--- src/xexec_defs.svh ---
`ifndef XEXEC_DEFS_SVH
`define XEXEC_DEFS_SVH

// Widths
`define XEXEC_DATA_W      8
`define XEXEC_PADDR_W     16
`define XEXEC_PAGE_W      8
`define XEXEC_DADDR_W     8

// Reset values, byte-set pattern and last page
`define XEXEC_WREG_RST    8'h00
`define XEXEC_TBL_RST     8'h00
`define XEXEC_FLAGS_RST   6'h00
`define XEXEC_ALL_ONES    8'hff
`define XEXEC_LAST_PAGE   8'hff

// Flag bit positions in the flag vector
`define XEXEC_FLG_SRANGE  0
`define XEXEC_FLG_Z       1
`define XEXEC_FLG_NIB     2
`define XEXEC_FLG_C       3
`define XEXEC_FLG_SCARRY  4
`define XEXEC_FLG_ZCHAIN  5

`endif

--- src/xexec_pkg.sv ---
package xexec_pkg;

  // Operation select for the subset
  typedef enum logic [4:0] {
    OP_NONE       = 5'h00,
    OP_SBC_MEM    = 5'h01,
    OP_DSZ_MEM    = 5'h02,
    OP_DSZ_REG    = 5'h03,
    OP_SET_BYTE   = 5'h04,
    OP_SET_BIT    = 5'h05,
    OP_ISZ_MEM    = 5'h06,
    OP_ISZ_REG    = 5'h07,
    OP_SNZ_BIT    = 5'h08,
    OP_SNZ_BYTE   = 5'h09,
    OP_SUB_REG    = 5'h0a,
    OP_SUB_MEM    = 5'h0b,
    OP_SWAP_MEM   = 5'h0c,
    OP_SWAP_REG   = 5'h0d,
    OP_SZ_BYTE    = 5'h0e,
    OP_SZA        = 5'h0f,
    OP_SZ_BIT     = 5'h10,
    OP_TRD_CUR    = 5'h11,
    OP_TRD_LAST   = 5'h12,
    OP_TRD_INC    = 5'h13
  } op_t;

  // Issued instruction
  typedef struct packed {
    logic        valid;
    op_t         op;
    logic [7:0]  addr;
    logic [2:0]  bit_sel;
    logic [7:0]  page;
  } instr_t;

  // Status flags: zero chain, signed carry, carry, nibble carry, zero, signed range
  typedef logic [5:0] flags_t;

  // Sequencer states
  typedef enum logic [1:0] {
    ST_IDLE  = 2'b00,
    ST_FETCH = 2'b01,
    ST_SKIP  = 2'b10
  } state_t;

  // Table-read engine state
  typedef struct packed {
    logic        busy;
    logic [7:0]  addr;
  } trd_t;

endpackage

--- src/xexec_core.sv ---
`timescale 1ns/100ps
`include "xexec_defs.svh"

// Functional notes
// - SBC to memory: W minus m minus not-C
// - Subtracts update all six arithmetic flags
// - Taken skip inserts one dummy cycle
// - Decrement memory, skip when zero
// - Decrement into W, skip when zero
// - Byte set writes all ones
// - Bit set forces one bit high
// - Increment memory, skip when zero
// - Increment into W, skip when zero
// - Bit nonzero skip tests bit one
// - Byte nonzero skip when operand nonzero
// - Subtract into W, C low if negative
// - Subtract to memory, no borrow
// - Swap nibbles of memory in place
// - Swap nibbles into W only
// - Skip when operand equals zero
// - Copy to W, skip if zero
// - Bit zero skip tests bit zero
// - Table read within current page
// - Table read within last page
// - Preincrement pointer low, then read
// - Skip, set, swap, table keep flags
// - Pointer is high and low bytes
module xexec_core
(
  // Clock and reset
  input  wire logic                   mclk_in,
  input  wire logic                   srst_in,
  // Instruction issue
  input  wire xexec_pkg::instr_t      instr_in,
  // Data memory read (operand at instr_in.addr)
  input  wire logic [7:0]             mem_rdata_in,
  // Program memory
  input  wire logic [15:0]            prog_rdata_in,
  input  wire logic                   prog_rvalid_in,
  // Table pointer high byte, software owned
  input  wire logic [7:0]             table_pointer_high_byte_in,
  // Data memory write
  output logic                        mem_we_out,
  output logic [7:0]                  mem_waddr_out,
  output logic [7:0]                  mem_wdata_out,
  // Program memory read
  output logic                        prog_re_out,
  output logic [15:0]                 prog_addr_out,
  // Architectural state
  output logic [7:0]                  working_register_out,
  output logic [7:0]                  table_high_byte_register_out,
  output logic [7:0]                  table_pointer_low_byte_out,
  output xexec_pkg::flags_t           flags_out,
  // Sequencing
  output logic                        skip_out,
  output logic                        busy_out
);

  // -----------------------------------------------------------------
  // Subtractor
  // -----------------------------------------------------------------
  logic             sub_use_c;
  logic [7:0]       sub_res;
  xexec_pkg::flags_t sub_flags;

  xexec_sub u_sub
  (
    .a_in      (working_register_out),
    .b_in      (mem_rdata_in),
    .use_c_in  (sub_use_c),
    .flags_in  (flags_out),
    .res_out   (sub_res),
    .flags_out (sub_flags)
  );

  // -----------------------------------------------------------------
  // State
  // -----------------------------------------------------------------
  typedef struct packed {
    xexec_pkg::state_t state;
    xexec_pkg::trd_t   trd;
    logic              mem_we;
    logic [7:0]        mem_waddr;
    logic [7:0]        mem_wdata;
    logic              prog_re;
    logic [15:0]       prog_addr;
    logic [7:0]        wreg;
    logic [7:0]        tab_hi;
    logic [7:0]        ptr_lo;
    xexec_pkg::flags_t flags;
    logic              skip;
    logic              busy;
  } core_t;

  core_t s_q;
  core_t s_d;

  logic [7:0] dec_v;
  logic [7:0] inc_v;
  logic [7:0] swp_v;
  logic       sel_bit;
  logic       issue;

  // Operand helpers
  assign dec_v   = mem_rdata_in - 8'h01;
  assign inc_v   = mem_rdata_in + 8'h01;
  assign swp_v   = {mem_rdata_in[3:0], mem_rdata_in[7:4]};
  assign sel_bit = mem_rdata_in[instr_in.bit_sel];
  assign issue   = instr_in.valid && (s_q.state == xexec_pkg::ST_IDLE);
  assign sub_use_c = (instr_in.op == xexec_pkg::OP_SBC_MEM);

  // -----------------------------------------------------------------
  // Next-state logic
  // -----------------------------------------------------------------
  // Flags change only on subtracts; all other ops leave s_d.flags alone
  always_comb
  begin
    s_d         = s_q;
    s_d.mem_we  = 1'b0;
    s_d.prog_re = 1'b0;
    s_d.skip    = 1'b0;
    case (s_q.state)
      xexec_pkg::ST_IDLE:
      begin
        if (issue)
        begin
          s_d.mem_waddr = instr_in.addr;
          case (instr_in.op)
            xexec_pkg::OP_SBC_MEM,
            xexec_pkg::OP_SUB_MEM:
            begin
              s_d.mem_we    = 1'b1;
              s_d.mem_wdata = sub_res;
              s_d.flags     = sub_flags;
            end
            xexec_pkg::OP_SUB_REG:
            begin
              s_d.wreg  = sub_res;
              s_d.flags = sub_flags;
            end
            xexec_pkg::OP_DSZ_MEM:
            begin
              s_d.mem_we    = 1'b1;
              s_d.mem_wdata = dec_v;
              s_d.skip      = (dec_v == 8'h00);
            end
            xexec_pkg::OP_DSZ_REG:
            begin
              s_d.wreg = dec_v;
              s_d.skip = (dec_v == 8'h00);
            end
            xexec_pkg::OP_ISZ_MEM:
            begin
              s_d.mem_we    = 1'b1;
              s_d.mem_wdata = inc_v;
              s_d.skip      = (inc_v == 8'h00);
            end
            xexec_pkg::OP_ISZ_REG:
            begin
              s_d.wreg = inc_v;
              s_d.skip = (inc_v == 8'h00);
            end
            xexec_pkg::OP_SET_BYTE:
            begin
              s_d.mem_we    = 1'b1;
              s_d.mem_wdata = `XEXEC_ALL_ONES;
            end
            xexec_pkg::OP_SET_BIT:
            begin
              s_d.mem_we    = 1'b1;
              s_d.mem_wdata = mem_rdata_in | (8'h01 << instr_in.bit_sel);
            end
            xexec_pkg::OP_SNZ_BIT:
              s_d.skip = sel_bit;
            xexec_pkg::OP_SNZ_BYTE:
              s_d.skip = (mem_rdata_in != 8'h00);
            xexec_pkg::OP_SZ_BYTE:
              s_d.skip = (mem_rdata_in == 8'h00);
            xexec_pkg::OP_SZ_BIT:
              s_d.skip = !sel_bit;
            xexec_pkg::OP_SZA:
            begin
              s_d.wreg = mem_rdata_in;
              s_d.skip = (mem_rdata_in == 8'h00);
            end
            xexec_pkg::OP_SWAP_MEM:
            begin
              s_d.mem_we    = 1'b1;
              s_d.mem_wdata = swp_v;
            end
            xexec_pkg::OP_SWAP_REG:
              s_d.wreg = swp_v;
            xexec_pkg::OP_TRD_CUR:
            begin
              s_d.prog_re   = 1'b1;
              s_d.prog_addr = {instr_in.page, s_q.ptr_lo};
              s_d.state     = xexec_pkg::ST_FETCH;
            end
            xexec_pkg::OP_TRD_LAST:
            begin
              s_d.prog_re   = 1'b1;
              s_d.prog_addr = {`XEXEC_LAST_PAGE, s_q.ptr_lo};
              s_d.state     = xexec_pkg::ST_FETCH;
            end
            xexec_pkg::OP_TRD_INC:
            begin
              s_d.ptr_lo    = s_q.ptr_lo + 8'h01;
              s_d.prog_re   = 1'b1;
              s_d.prog_addr = {table_pointer_high_byte_in, s_q.ptr_lo + 8'h01};
              s_d.state     = xexec_pkg::ST_FETCH;
            end
            default:
              s_d.skip = 1'b0;
          endcase
          if (s_d.skip)
            s_d.state = xexec_pkg::ST_SKIP;
          s_d.trd.busy = (s_d.state == xexec_pkg::ST_FETCH);
          s_d.trd.addr = instr_in.addr;
        end
      end
      xexec_pkg::ST_SKIP:
        s_d.state = xexec_pkg::ST_IDLE;
      xexec_pkg::ST_FETCH:
      begin
        if (prog_rvalid_in)
        begin
          s_d.mem_we    = 1'b1;
          s_d.mem_waddr = s_q.trd.addr;
          s_d.mem_wdata = prog_rdata_in[7:0];
          s_d.tab_hi    = prog_rdata_in[15:8];
          s_d.trd.busy  = 1'b0;
          s_d.state     = xexec_pkg::ST_IDLE;
        end
        else
        begin
          s_d.prog_re = 1'b1;
        end
      end
      default:
        s_d.state = xexec_pkg::ST_IDLE;
    endcase
    // Busy kept in a flop so the port needs no decode
    s_d.busy = (s_d.state != xexec_pkg::ST_IDLE);
  end

  // -----------------------------------------------------------------
  // Registers
  // -----------------------------------------------------------------
  // Synchronous reset to documented idle values
  always_ff @(posedge mclk_in)
  begin
    if (srst_in)
    begin
      s_q           <= '0;
      s_q.state     <= xexec_pkg::ST_IDLE;
      s_q.wreg      <= `XEXEC_WREG_RST;
      s_q.tab_hi    <= `XEXEC_TBL_RST;
      s_q.ptr_lo    <= `XEXEC_TBL_RST;
      s_q.flags     <= `XEXEC_FLAGS_RST;
    end
    else
    begin
      s_q <= s_d;
    end
  end

  // Outputs straight from flops
  assign mem_we_out                   = s_q.mem_we;
  assign mem_waddr_out                = s_q.mem_waddr;
  assign mem_wdata_out                = s_q.mem_wdata;
  assign prog_re_out                  = s_q.prog_re;
  assign prog_addr_out                = s_q.prog_addr;
  assign working_register_out         = s_q.wreg;
  assign table_high_byte_register_out = s_q.tab_hi;
  assign table_pointer_low_byte_out   = s_q.ptr_lo;
  assign flags_out                    = s_q.flags;
  assign skip_out                     = s_q.skip;
  assign busy_out                     = s_q.busy;

endmodule

--- src/xexec_sub.sv ---
`timescale 1ns/100ps
`include "xexec_defs.svh"

// Combinational subtractor with full flag set
module xexec_sub
(
  // Operands
  input  wire logic [7:0]             a_in,
  input  wire logic [7:0]             b_in,
  input  wire logic                   use_c_in,
  input  wire xexec_pkg::flags_t      flags_in,
  // Result
  output logic [7:0]                  res_out,
  output xexec_pkg::flags_t           flags_out
);

  logic       borrow_in;
  logic [8:0] full;
  logic [4:0] low;
  logic       zero;

  // Borrow is inverted carry, only for the with-carry form
  assign borrow_in = use_c_in & ~flags_in[`XEXEC_FLG_C];
  assign full = {1'b0, a_in} - {1'b0, b_in} - {8'h00, borrow_in};
  assign low  = {1'b0, a_in[3:0]} - {1'b0, b_in[3:0]} - {4'h0, borrow_in};
  assign res_out = full[7:0];
  assign zero    = (full[7:0] == 8'h00);

  // Carry high means no borrow; chained zero spans the carry form
  always_comb
  begin
    flags_out                    = flags_in;
    flags_out[`XEXEC_FLG_C]      = ~full[8];
    flags_out[`XEXEC_FLG_NIB]    = ~low[4];
    flags_out[`XEXEC_FLG_Z]      = zero;
    flags_out[`XEXEC_FLG_SRANGE] = (a_in[7] ^ b_in[7]) & (a_in[7] ^ full[7]);
    flags_out[`XEXEC_FLG_SCARRY] = flags_out[`XEXEC_FLG_SRANGE] ^ full[7];
    flags_out[`XEXEC_FLG_ZCHAIN] = use_c_in ? (zero & flags_in[`XEXEC_FLG_Z]) : zero;
  end

endmodule

--- config.mk ---
export PLATFORM = sky130hd
export DESIGN_NAME = xexec_core
export DESIGN_NICKNAME = d
export VERILOG_FILES = /design/src/xexec_pkg.sv /design/src/xexec_core.sv /design/src/xexec_sub.sv
export VERILOG_INCLUDE_DIRS = /design/src
export SDC_FILE = /design/constraint.sdc
export NUM_CORES = 1
export LEC_CHECK = 0
export CORE_UTILIZATION = 65
export DETAILED_ROUTE_END_ITERATION = 8
export DONT_BUFFER_PORTS = 1
export HOLD_SLACK_MARGIN = 0.05
export PLACE_DENSITY_LB_ADDON = 0.15
export SYNTH_ARGS = -nofsm -noshare
export SYNTH_HDL_FRONTEND = slang
export SYNTH_SLANG_ARGS = --single-unit
--- constraint.sdc ---
create_clock -name mclk_in -period 14 [get_ports mclk_in]
set_input_delay 4.2 -clock mclk_in [delete_from_list [all_inputs] [get_ports mclk_in]]
set_output_delay 4.2 -clock mclk_in [all_outputs]
set_load 0.1 [all_outputs]
==> reports/metrics.cfg, run 1 <==
[critical_path]
cp_max_fo=32
cp_slowest_stage_delay_ps=460
rr_worst_depth=12
endpoint_kind=flip-flop
crit_required_ps=14270
crit_path_start_kind=input pin
cp.arrival_ps=7430
crit_type=in -> reg
critical_path.cell_chain=or2_2 -> or3_1 -> nor2_1 -> fa_1 -> ha_1 -> nor2_1 -> fa_1 -> nand2_1 -> a211o_1 -> a21oi_1 -> xnor2_1 -> a21oi_1 -> a2111oi_2
crit_slowest_cell=fa_1

[clock_network]
ctsHoldBuffers=0
root_buffer=clkbuf_8
htreeDepth=3
path_clk_slew_ps=80
cts_post_setup_buffers_inserted=0
postCtsResizedCells=0
cts_tree=done
cts_buffers=9
cts.sinks=76
clk-insertion-delay-late_ps=370
clockBufferDepth=2

[synthesis]
synth_nets=809
yosys.area.top_type=dfxtp_1
syn_inst=728
synth_edf_count=0
synth_top_family_by_area=simple AND/OR/NAND/NOR gates
muxShareOfSynthArea=0.0434
synth-simple-area-share=0.242
ys_seq_elements=76
ys_types=76
ys_seq_area_frac=0.272
yosysWarningCount=0
postSynthAreaPerCell_um2=7.69
ys_async_sr_fraction=0
synth.top_cell.area_share=0.272
synthTopCellsByArea=dfxtp_1, buf_4, nand2_1, nor2_1, a21oi_1
yosys.area_share.xor_xnor=0.0438
netlist_area_mm2=0.00560
ys.flop_type=dfxtp_1
synth-compound-area-share=0.207
synthAdderAreaFrac=0.0496

[drt]
detail-route-antenna-nets=0
routed_wl_um=15100
vias_per_cell=6.65
vias=4922
first_pass_iters=5
post_drt_wl_per_cell_um=20.4
route.detailed.drc=0
drtIter0Drc=382

[min_path]
hold_class=reg -> reg
holdPathStages=2

[sta]
rsz0062_at_grt=false
fmax_ghz=0.140
hold_viol_final=0
tns_ps=0
fin_crit_sh=0.512
fin_skew_ps=8.72
drv_slew=0
finalSetupViolCount=0
max-slew-margin-rel=0.240
period_minus_slack_ps=7160
whs_ps=451
tightestPinTransition_ps=1140

[place]
hpwl_um=10600
gp_congestion=0.966
numPortBuffers=0
dp_cells=724
place_area_mm2=0.00507

[floorplan]
die_h_um=94.8
ios=126
core_mm2=0.00826
die_w_um=94.8
rows=33
start_util=0.678
die-area_mm2=0.00899

[job]
drv_cap=0

[grt]
grt_pass1_vias=4582
track_usage=0.337
grt_max_degree=78
overflow=0
grt_pass1_wl_um=23000
antenna_found_initial=0

[power]
peakVddDrop_mv=0.0530
p_per_area_mw_per_mm2=106
p_leak_nw=1.85
p_total_w=0.000560

[cells_and_area]
syn_to_final_growth_pct=-5.36
final_nets=711
final_design_area_no_fill_mm2=0.00530
drive_above_1_share=0.0740
layout.cells.non_filler=740
antenna_cells=0

[status]
status=completed

==> state kept, by name, summed over array words and instances, names as in the netlist <==
name,flops
prog_addr_out,16
working_register_out,8
table_pointer_low_byte_out,8
s_q,10
mem_waddr_out,8
mem_we_out,1
busy_out,1
mem_wdata_out,8
prog_re_out,1
skip_out,1
table_high_byte_register_out,8
flags_out,6
==> placed cells by master (no fill, tap or decap), drive strengths merged, types with 7 or more instances in the layout <==
| master | n |
|---|---|
| a211oi | 16 |
| a21oi | 48 |
| a22oi | 9 |
| a31oi | 11 |
| clkbuf | 10 |
| dfxtp | 76 |
| ha | 19 |
| inv | 27 |
| mux2 | 11 |
| mux2i | 7 |
| nand2 | 92 |
| nand3 | 14 |
| nand3b | 11 |
| nor2 | 75 |
| nor3 | 19 |
| nor3b | 7 |
| o21ai | 22 |
| o221ai | 7 |
| o22ai | 13 |
| or3 | 7 |
| xnor2 | 15 |
| xor2 | 13 |
==> per-stage QoR <==
stage                util  setup slack, ps
floorplan               -             6640
finish              0.642             6840
global placement    0.614             6650
CTS                 0.642             6850
detailed placement  0.614             6510
global route        0.642             6540
==> kinds of logic (layout without fill, tap and decap cells) <==
group | Yosys count | after routing
AOI/OAI and AO/OA | 172 | 172
xor gates and xnor gates | 28 | 28
adders and majority gates | 21 | 21
buffers and inverters | 138 | 45
DFF | 76 | 76
muxes | 20 | 20
and+or+nand+nor | 273 | 273
==> path summary, 6_finish.rpt <==
kind | startpoint | endpoint | slack, ps
max | instr_in[20] | mem_wdata_out[6] | 6840
min | s_q[68] | s_q[68] | 450
max reg2reg | working_register_out[0] | mem_wdata_out[6] | 10160
min reg2reg | s_q[68] | s_q[68] | 450
==> cell usage after synthesis, drive strengths merged, types with 5 or more instances <==
library cell / instances
a22oi: 9
o221ai: 7
nand3b: 11
or3: 7
o22ai: 13
clkbuf: 26
xor2: 13
o21ai: 22
dfxtp: 76
nand3: 14
nand2b: 6
ha: 19
nand2: 92
nor2b: 6
mux2: 11
nor2: 75
nor3: 19
a211oi: 16
a31oi: 11
buf: 87
xnor2: 15
nor4b: 5
a21oi: 48
o21a: 6
mux2i: 7
inv: 25
a211o: 6
nand4: 5
nor3b: 7
==> layer usage <==
metal	routed length (µm)	track usage
met1	6190	0.414
met2	7040	0.546
met3	1520	0.0974
met4	376	0.148
met5	0	0
==> worst max-delay path, delay by kind of cell <==
kind | cells | cell delay (ps)
adders and majority gates | 3 | 900
and+or+nand+nor | 5 | 1050
xor gates and xnor gates | 1 | 220
AOI/OAI and AO/OA | 4 | 1060
==> where the power goes <==
part           internal [W]  switching, W  leakage (nW)
Combinational     0.0000379     0.0000517          1.12
Sequential         0.000223     0.0000496         0.618
Clock              0.000107     0.0000901         0.113
==> cell type report <==
class / instances / area, µm²
clock buffers: 10 / 138
clock inverters: 6 / 93.8
fillers: 742 / 2960
inverters: 25 / 93.8
multi-input cells: 514 / 3290
flip-flops and latches: 76 / 1520
well taps: 105 / 131
repair buffers: 4 / 30.0
No activity file was read; power rests on OpenSTA's default activity.
==> run 2, diff against run 1 <==
--- a/config.mk
+++ b/config.mk
@@ -6,7 +6,8 @@
 export SDC_FILE = /design/constraint.sdc
 export NUM_CORES = 1
 export LEC_CHECK = 0
-export CORE_UTILIZATION = 65
+export ABC_AREA = 1
+export CORE_UTILIZATION = 58
 export DETAILED_ROUTE_END_ITERATION = 8
 export DONT_BUFFER_PORTS = 1
 export HOLD_SLACK_MARGIN = 0.05
==> constraint.sdc (replaced) <==
create_clock -name mclk_in -period 6.15 [get_ports mclk_in]
set_input_delay 1.845 -clock mclk_in [delete_from_list [all_inputs] [get_ports mclk_in]]
set_output_delay 1.845 -clock mclk_in [all_outputs]
set_load 0.1 [all_outputs]
==> run 2 against run 1 <==
The run now ends with DRC left. Sequential cell count unchanged. Synthesized cell count up 13%. First-iteration DRC count down 12%. Design area down 1.4%. Area after synthesis down 4.4%. Count of clock-buffer cells in the layout up 1. Combinational power rose to 2.5 times the previous value. Power up 140%. Die area up 7.0%. Critical endpoint is now flags_out[5]. Largest cell class unchanged.
==> reports/metrics.cfg, run 2 <==
[cells_and_area]
layout.cells.non_filler=866  ; +17%
drive_above_1_share=0.0818  ; +0.00778
syn_to_final_growth_pct=-2.48
largest_reg_flops=16  ; unchanged
antenna_cells=0  ; unchanged
most-common-layout-cells=nand2_1, inv_1, dfxtp_1
layout_commonest_cell=nand2_1
final_nets=834  ; +17%

[synthesis]
muxShareOfSynthArea=0  ; -0.0434
synth_edf_count=0  ; unchanged
ys_types=42  ; -45%
ys_async_sr_fraction=0  ; unchanged
ys_seq_elements=76  ; unchanged
synth_nets=900  ; +11%
synth-compound-area-share=0.158  ; -0.0492
synth_common_cells=nand2_1, inv_1, dfxtp_1
syn_inst=819  ; +13%
synth-simple-area-share=0.317  ; +0.0750
netlist_area_mm2=0.00536  ; -4.4%
yosys.area.top_type=dfxtp_1
ys_seq_area_frac=0.284  ; +0.0124
postSynthAreaPerCell_um2=6.54  ; -15%
ys.flop_type=dfxtp_1
synthTopCellsByArea=dfxtp_1, nand2_1, buf_4, a21oi_1, inv_1
yosysMostFrequentCell=nand2_1
yosysWarningCount=0  ; unchanged
synth_top_family_by_area=simple AND/OR/NAND/NOR gates
yosys.area_share.xor_xnor=0.0196  ; -0.0242
synthAdderAreaFrac=0.0519  ; +0.00226
synth.top_cell.area_share=0.284  ; +0.0124

[floorplan]
die-area_mm2=0.00962  ; +7.0%
start_util=0.605  ; -0.0728
die_h_um=98.1  ; +3.5%
ios=126  ; unchanged
die_w_um=98.1  ; +3.5%
core_mm2=0.00885  ; +7.2%
rows=34  ; +3.0%

[grt]
grt-busiest-layer=met2
overflow=0  ; unchanged
antenna_found_initial=0  ; unchanged
grt_max_degree=45  ; -42%
gr-usage-met3=0.0888  ; -0.00866
grt_pass1_vias=4842  ; +5.7%
grt_util_met2=0.505  ; -0.0407
track_usage=0.314  ; -0.0233
grt_pass1_wl_um=24000  ; +4.4%
grtUsageMet1=0.399  ; -0.0157

[drt]
vias=5019  ; +2.0%
vias_per_cell=5.80  ; -13%
route.detailed.drc=11  ; +11
post_drt_wl_per_cell_um=17.2  ; -16%
detail-route-antenna-nets=0  ; unchanged
drtIter0Drc=336  ; -12%
routed_wl_um=14900  ; -1.8%
first_pass_iters=9  ; +4

[clock_network]
ctsHoldBuffers=0  ; unchanged
cts_post_setup_buffers_inserted=0  ; unchanged
clk-insertion-delay-late_ps=350  ; -20 ps
cts_tree=done
root_buffer=clkbuf_8
htreeDepth=3  ; unchanged
path_clk_slew_ps=80  ; about the same
cts_buffers=9  ; unchanged
cts.sinks=76  ; unchanged
postCtsResizedCells=0  ; unchanged
clockBufferDepth=2  ; unchanged

[job]
drv_cap=0  ; unchanged

[critical_path]
crit_required_ps=6430  ; -7840 ps
crit_type=in -> reg
rr_worst_depth=15  ; +3
cp.arrival_ps=4590  ; -2840 ps
cp_max_fo=5  ; -84%
endpoint_kind=flip-flop
crit_path_start_kind=input pin

[sta]
fin_crit_sh=0.701
hold_viol_final=0  ; unchanged
whs_ps=465  ; +13.6 ps
fin_skew_ps=13.7  ; +4.97 ps
rsz0062_at_grt=false
finalSetupViolCount=0  ; unchanged
max-slew-margin-rel=0.221  ; -0.0187
tightestPinTransition_ps=1170  ; +28.0 ps
tns_ps=0  ; unchanged
period_minus_slack_ps=4310
drv_slew=0  ; unchanged
fmax_ghz=0.232

[place]
dp_cells=850  ; +17%
numPortBuffers=0  ; unchanged
hpwl_um=11400  ; +6.8%
gp_congestion=0.953  ; -1.3%

[power]
peakVddDrop_mv=0.240  ; +350%
p_per_area_mw_per_mm2=257  ; +140%
p_total_w=0.00134  ; +140%
p_leak_nw=2.30  ; +24%

[status]
violations=DRC
status=finished, violations left

[min_path]
hold_class=reg -> reg
holdPathStages=2  ; unchanged

==> run 2: changes by cell type in the layout (fill, tap and decap cells not counted), moves of 13 or more <==
| cell | delta |
|---|---|
| nand2_1 | +118 |
| inv_1 | +52 |
| nand3_1 | +31 |
| o21ai_0 | +29 |
| a21oi_1 | +15 |
| a211oi_1 | -14 |
| xnor2_1 | -13 |
==> run 2: cells by family after synthesis <==
logic type	after synthesis
buffers and inverters	172
adder cells (fa/ha/maj)	21
flip-flops	76
AND/OR/NAND/NOR	381
AO/OA/AOI/OAI	157
XOR/XNOR	12
==> run 2: per-layer routing <==
metal / part of all wire / vias to the layer above
li1: - / 2488
met1: 0.43 / 2249
met2: 0.45 / 251
met3: 0.099 / 31
met4: 0.027 / 0
met5: 0 / -
==> run 2: metrics by stage <==
| stage | worst slack, ps | util | area (µm²) |
|---|---|---|---|
| finish | 1840 | 0.590 | 5220 |
| global route | 1530 | 0.590 | 5220 |
| CTS | 1880 | 0.590 | 5220 |
| detailed placement | 1540 | 0.561 | 4960 |
| global placement | 1710 | 0.561 | 4960 |
| floorplan | 1920 | - | 5360 |
==> run 2: cell type report <==
type                       instances  area, µm²
timing repair buffer               3       22.5
tap                              108        135
multi-input combinational        571       2930
clock inverter                     5        108
inverter                          92        358
sequential                        76       1520
fill                             901       3630
clock buffer                      11        151
==> run 2: path summary, 6_finish.rpt <==
path / to / slack (ps) / startpoint
min: s_q[70] / 460 / s_q[70]
max: flags_out[5] / 1840 / instr_in[20]
min reg2reg: s_q[70] / 460 / s_q[70]
max reg2reg: flags_out[5] / 2560 / working_register_out[0]
==> run 2: worst max-delay path: stages <==
cell and delay (ps):
inv_2 80, nand2_4 80, nor2_4 130, nand2_1 130, nor2_1 170, fa_1 470, inv_1 80, ha_1 160
nor2_1 60, fa_1 410, nand2_1 120, inv_1 60, nor2_1 120, nand3_1 90, nor2_1 110, nand4_1 100
nor2_1 160, nand3_1 90, a21oi_1 120
==> run 2: power breakdown <==
part | total, W | switching [W] | internal (W)
Clock | 0.000489 | 0.000195 | 0.000293
Sequential | 0.000628 | 0.000118 | 0.000510
Combinational | 0.000225 | 0.000153 | 0.0000716
Total | 0.00134 | 0.000466 | 0.000875
==> run 3, diff against run 2 <==
==> constraint.sdc (replaced) <==
create_clock -name mclk_in -period 3.61 [get_ports mclk_in]
set_input_delay 1.083 -clock mclk_in [delete_from_list [all_inputs] [get_ports mclk_in]]
set_output_delay 1.083 -clock mclk_in [all_outputs]
set_load 0.1 [all_outputs]
==> run 3 against run 2 <==
The run still ends with DRC left. Wire length increased by 2.5%. Die area unchanged. Design area increased by 2.3%. Via count up 3.5%. Core utilization up 1.4 points. Combinational power is 94% higher. Critical endpoint unchanged. Largest cell class unchanged. Highest routed layer unchanged.
==> reports/metrics.cfg, run 3 (same netlist as run 2, synthesis figures left out) <==
[status]
status=finished, violations left
violations=DRC

[grt]
grt_util_met2=0.530  ; +0.0255
grt_pass1_vias=4919  ; +1.6%
gr-usage-met3=0.0780  ; -0.0107
grt_max_degree=45  ; unchanged
grtUsageMet1=0.421  ; +0.0220
grt_pass1_wl_um=24700  ; +2.9%
track_usage=0.324  ; +0.00953
overflow=0  ; unchanged
antenna_found_initial=0  ; unchanged
grt-busiest-layer=met2

[critical_path]
cp_slowest_stage_delay_ps=450  ; -20 ps
crit_path_start_kind=input pin
cp.arrival_ps=3590  ; -1000 ps
cp-endpoint=flags_out[5]
cp_max_fo=5  ; unchanged
rr_worst_depth=15  ; unchanged
path_buf_inv=3  ; unchanged
crit_type=in -> reg
path_common_cell=nor2_1
crit_required_ps=3890  ; -2540 ps
rrSetupSlack_ps=950  ; -1610 ps
crit_slowest_cell=fa_1
critical_path.cell_chain=inv_2 -> nand2_4 -> nor2_4 -> nand2_1 -> nor2_1 -> fa_1 -> inv_1 -> ha_1 -> nor2_1 -> fa_1 -> nand2_1 -> inv_1 -> nor2_1 -> nand3_1 -> nor2_1 -> nand4_1 -> nor2_1 -> nand3_1 -> a21oi_1
cp_num_cells=19  ; unchanged
endpoint_kind=flip-flop
critPathTopFamily=simple AND/OR/NAND/NOR gates
startpoint=instr_in[20]
regToRegEndpoint=flags_out[5]
r2r-start=working_register_out[0]

[clock_network]
path_clk_slew_ps=80  ; about the same
cts.sinks=76  ; unchanged
postCtsResizedCells=0  ; unchanged
root_buffer=clkbuf_8
clk-insertion-delay-late_ps=350  ; about the same
cts_post_setup_buffers_inserted=0  ; unchanged
cts_buffers=9  ; unchanged
htreeDepth=3  ; unchanged
ctsHoldBuffers=0  ; unchanged
clockBufferDepth=2  ; unchanged
cts_tree=done

[cells_and_area]
syn_to_final_growth_pct=-0.234
largest_reg_flops=16  ; unchanged
drive_above_1_share=0.103  ; +0.0213
layout_commonest_cell=nand2_1
fin_util=0.604  ; +0.0136
most-common-layout-cells=nand2_1, inv_1, dfxtp_1
antenna_cells=0  ; unchanged
final_nets=853  ; +2.3%

[power]
p_per_area_mw_per_mm2=424  ; +65%
peakVddDrop_mv=0.276  ; +15%
p_leak_nw=2.39  ; +3.8%

[sta]
hold_viol_final=0  ; unchanged
drv_slew=0  ; unchanged
max-slew-margin-rel=0.269  ; +0.0473
tns_ps=0  ; unchanged
fin_crit_sh=0.917
fin_skew_ps=13.8  ; +0.0525 ps
period_minus_slack_ps=3310
tightestPinTransition_ps=1100  ; -70.9 ps
rsz0062_at_grt=false
fmax_ghz=0.302
finalSetupViolCount=0  ; unchanged

[drt]
route.detailed.drc=11  ; unchanged
post_drt_wl_per_cell_um=17.2  ; +0.43%
vias_per_cell=5.88  ; +1.4%
routed_wl_um=15200  ; +2.5%
vias=5194  ; +3.5%
detail-route-antenna-nets=0  ; unchanged
first_pass_iters=7  ; -2
drtIter0Drc=369  ; +9.8%

[floorplan]
core_mm2=0.00885  ; unchanged
die_h_um=98.1  ; unchanged
die-area_mm2=0.00962  ; unchanged
die_w_um=98.1  ; unchanged
ios=126  ; unchanged
start_util=0.605  ; unchanged
rows=34  ; unchanged

[min_path]
holdPathStages=2  ; unchanged
hold_class=reg -> reg

[place]
gp_congestion=1.02  ; +6.8%
hpwl_um=11700  ; +2.6%
numPortBuffers=0  ; unchanged

[job]
drv_cap=0  ; unchanged

-- run 3: changes by cell type in the layout (fill, tap and decap cells not counted) --
cell / delta
buf_4: +19
clkbuf_8: -2
clkinv_2: +1
clkinv_4: -1
inv_6: +1
-- run 3: metrics by stage --
stage               total power [W]  hold WS [ps]  instances  setup slack, ps  cell area, µm²
global placement            0.00148           447        869             99.3            5110
finish                      0.00226           462        884              301            5340
floorplan                   0.00142           445        819              145            5360
detailed placement          0.00148           451        869             6.40            5110
CTS                         0.00227           464        884              337            5340
global route                0.00236           482        884             30.3            5340
-- run 3: worst min-delay path, cell delays in order (launching register included) --
cell     delay, ps
dfxtp_1        320
nand2_1         60
a21oi_1         50
-- run 3: worst min path at each step --
| stage | from | end | slack [ps] |
|---|---|---|---|
| after detailed placement | s_q[69] | s_q[69] | 450 |
| after CTS | s_q[69] | s_q[69] | 460 |
| after floorplan | s_q[66] | s_q[66] | 450 |
| after global routing | s_q[73] | s_q[73] | 480 |
| after global placement | s_q[73] | s_q[73] | 450 |
| final | s_q[70] | s_q[70] | 460 |
-- run 3: area by class of cell --
cell class	instances	area, µm²
clock buffer	9	124
inverter	92	358
sequential	76	1520
tap	108	135
clock inverter	6	113
fill	872	3510
multi-input combinational	571	2930
timing repair buffer	22	165
-- run 3: report_power, final --
group	internal, W	switching (W)	leakage [nW]
combinational	0.000135	0.000302	1.65
clock	0.000458	0.000334	0.120
sequential	0.000869	0.000166	0.618
-- run 3: routing by layer --
metal | vias up | part of all wire | routed length [µm]
met5 | - | 0 | 0
met4 | 0 | 0.018 | 272
met3 | 30 | 0.10 | 1550
met2 | 261 | 0.46 | 7000
met1 | 2383 | 0.42 | 6410
li1 | 2520 | - | -
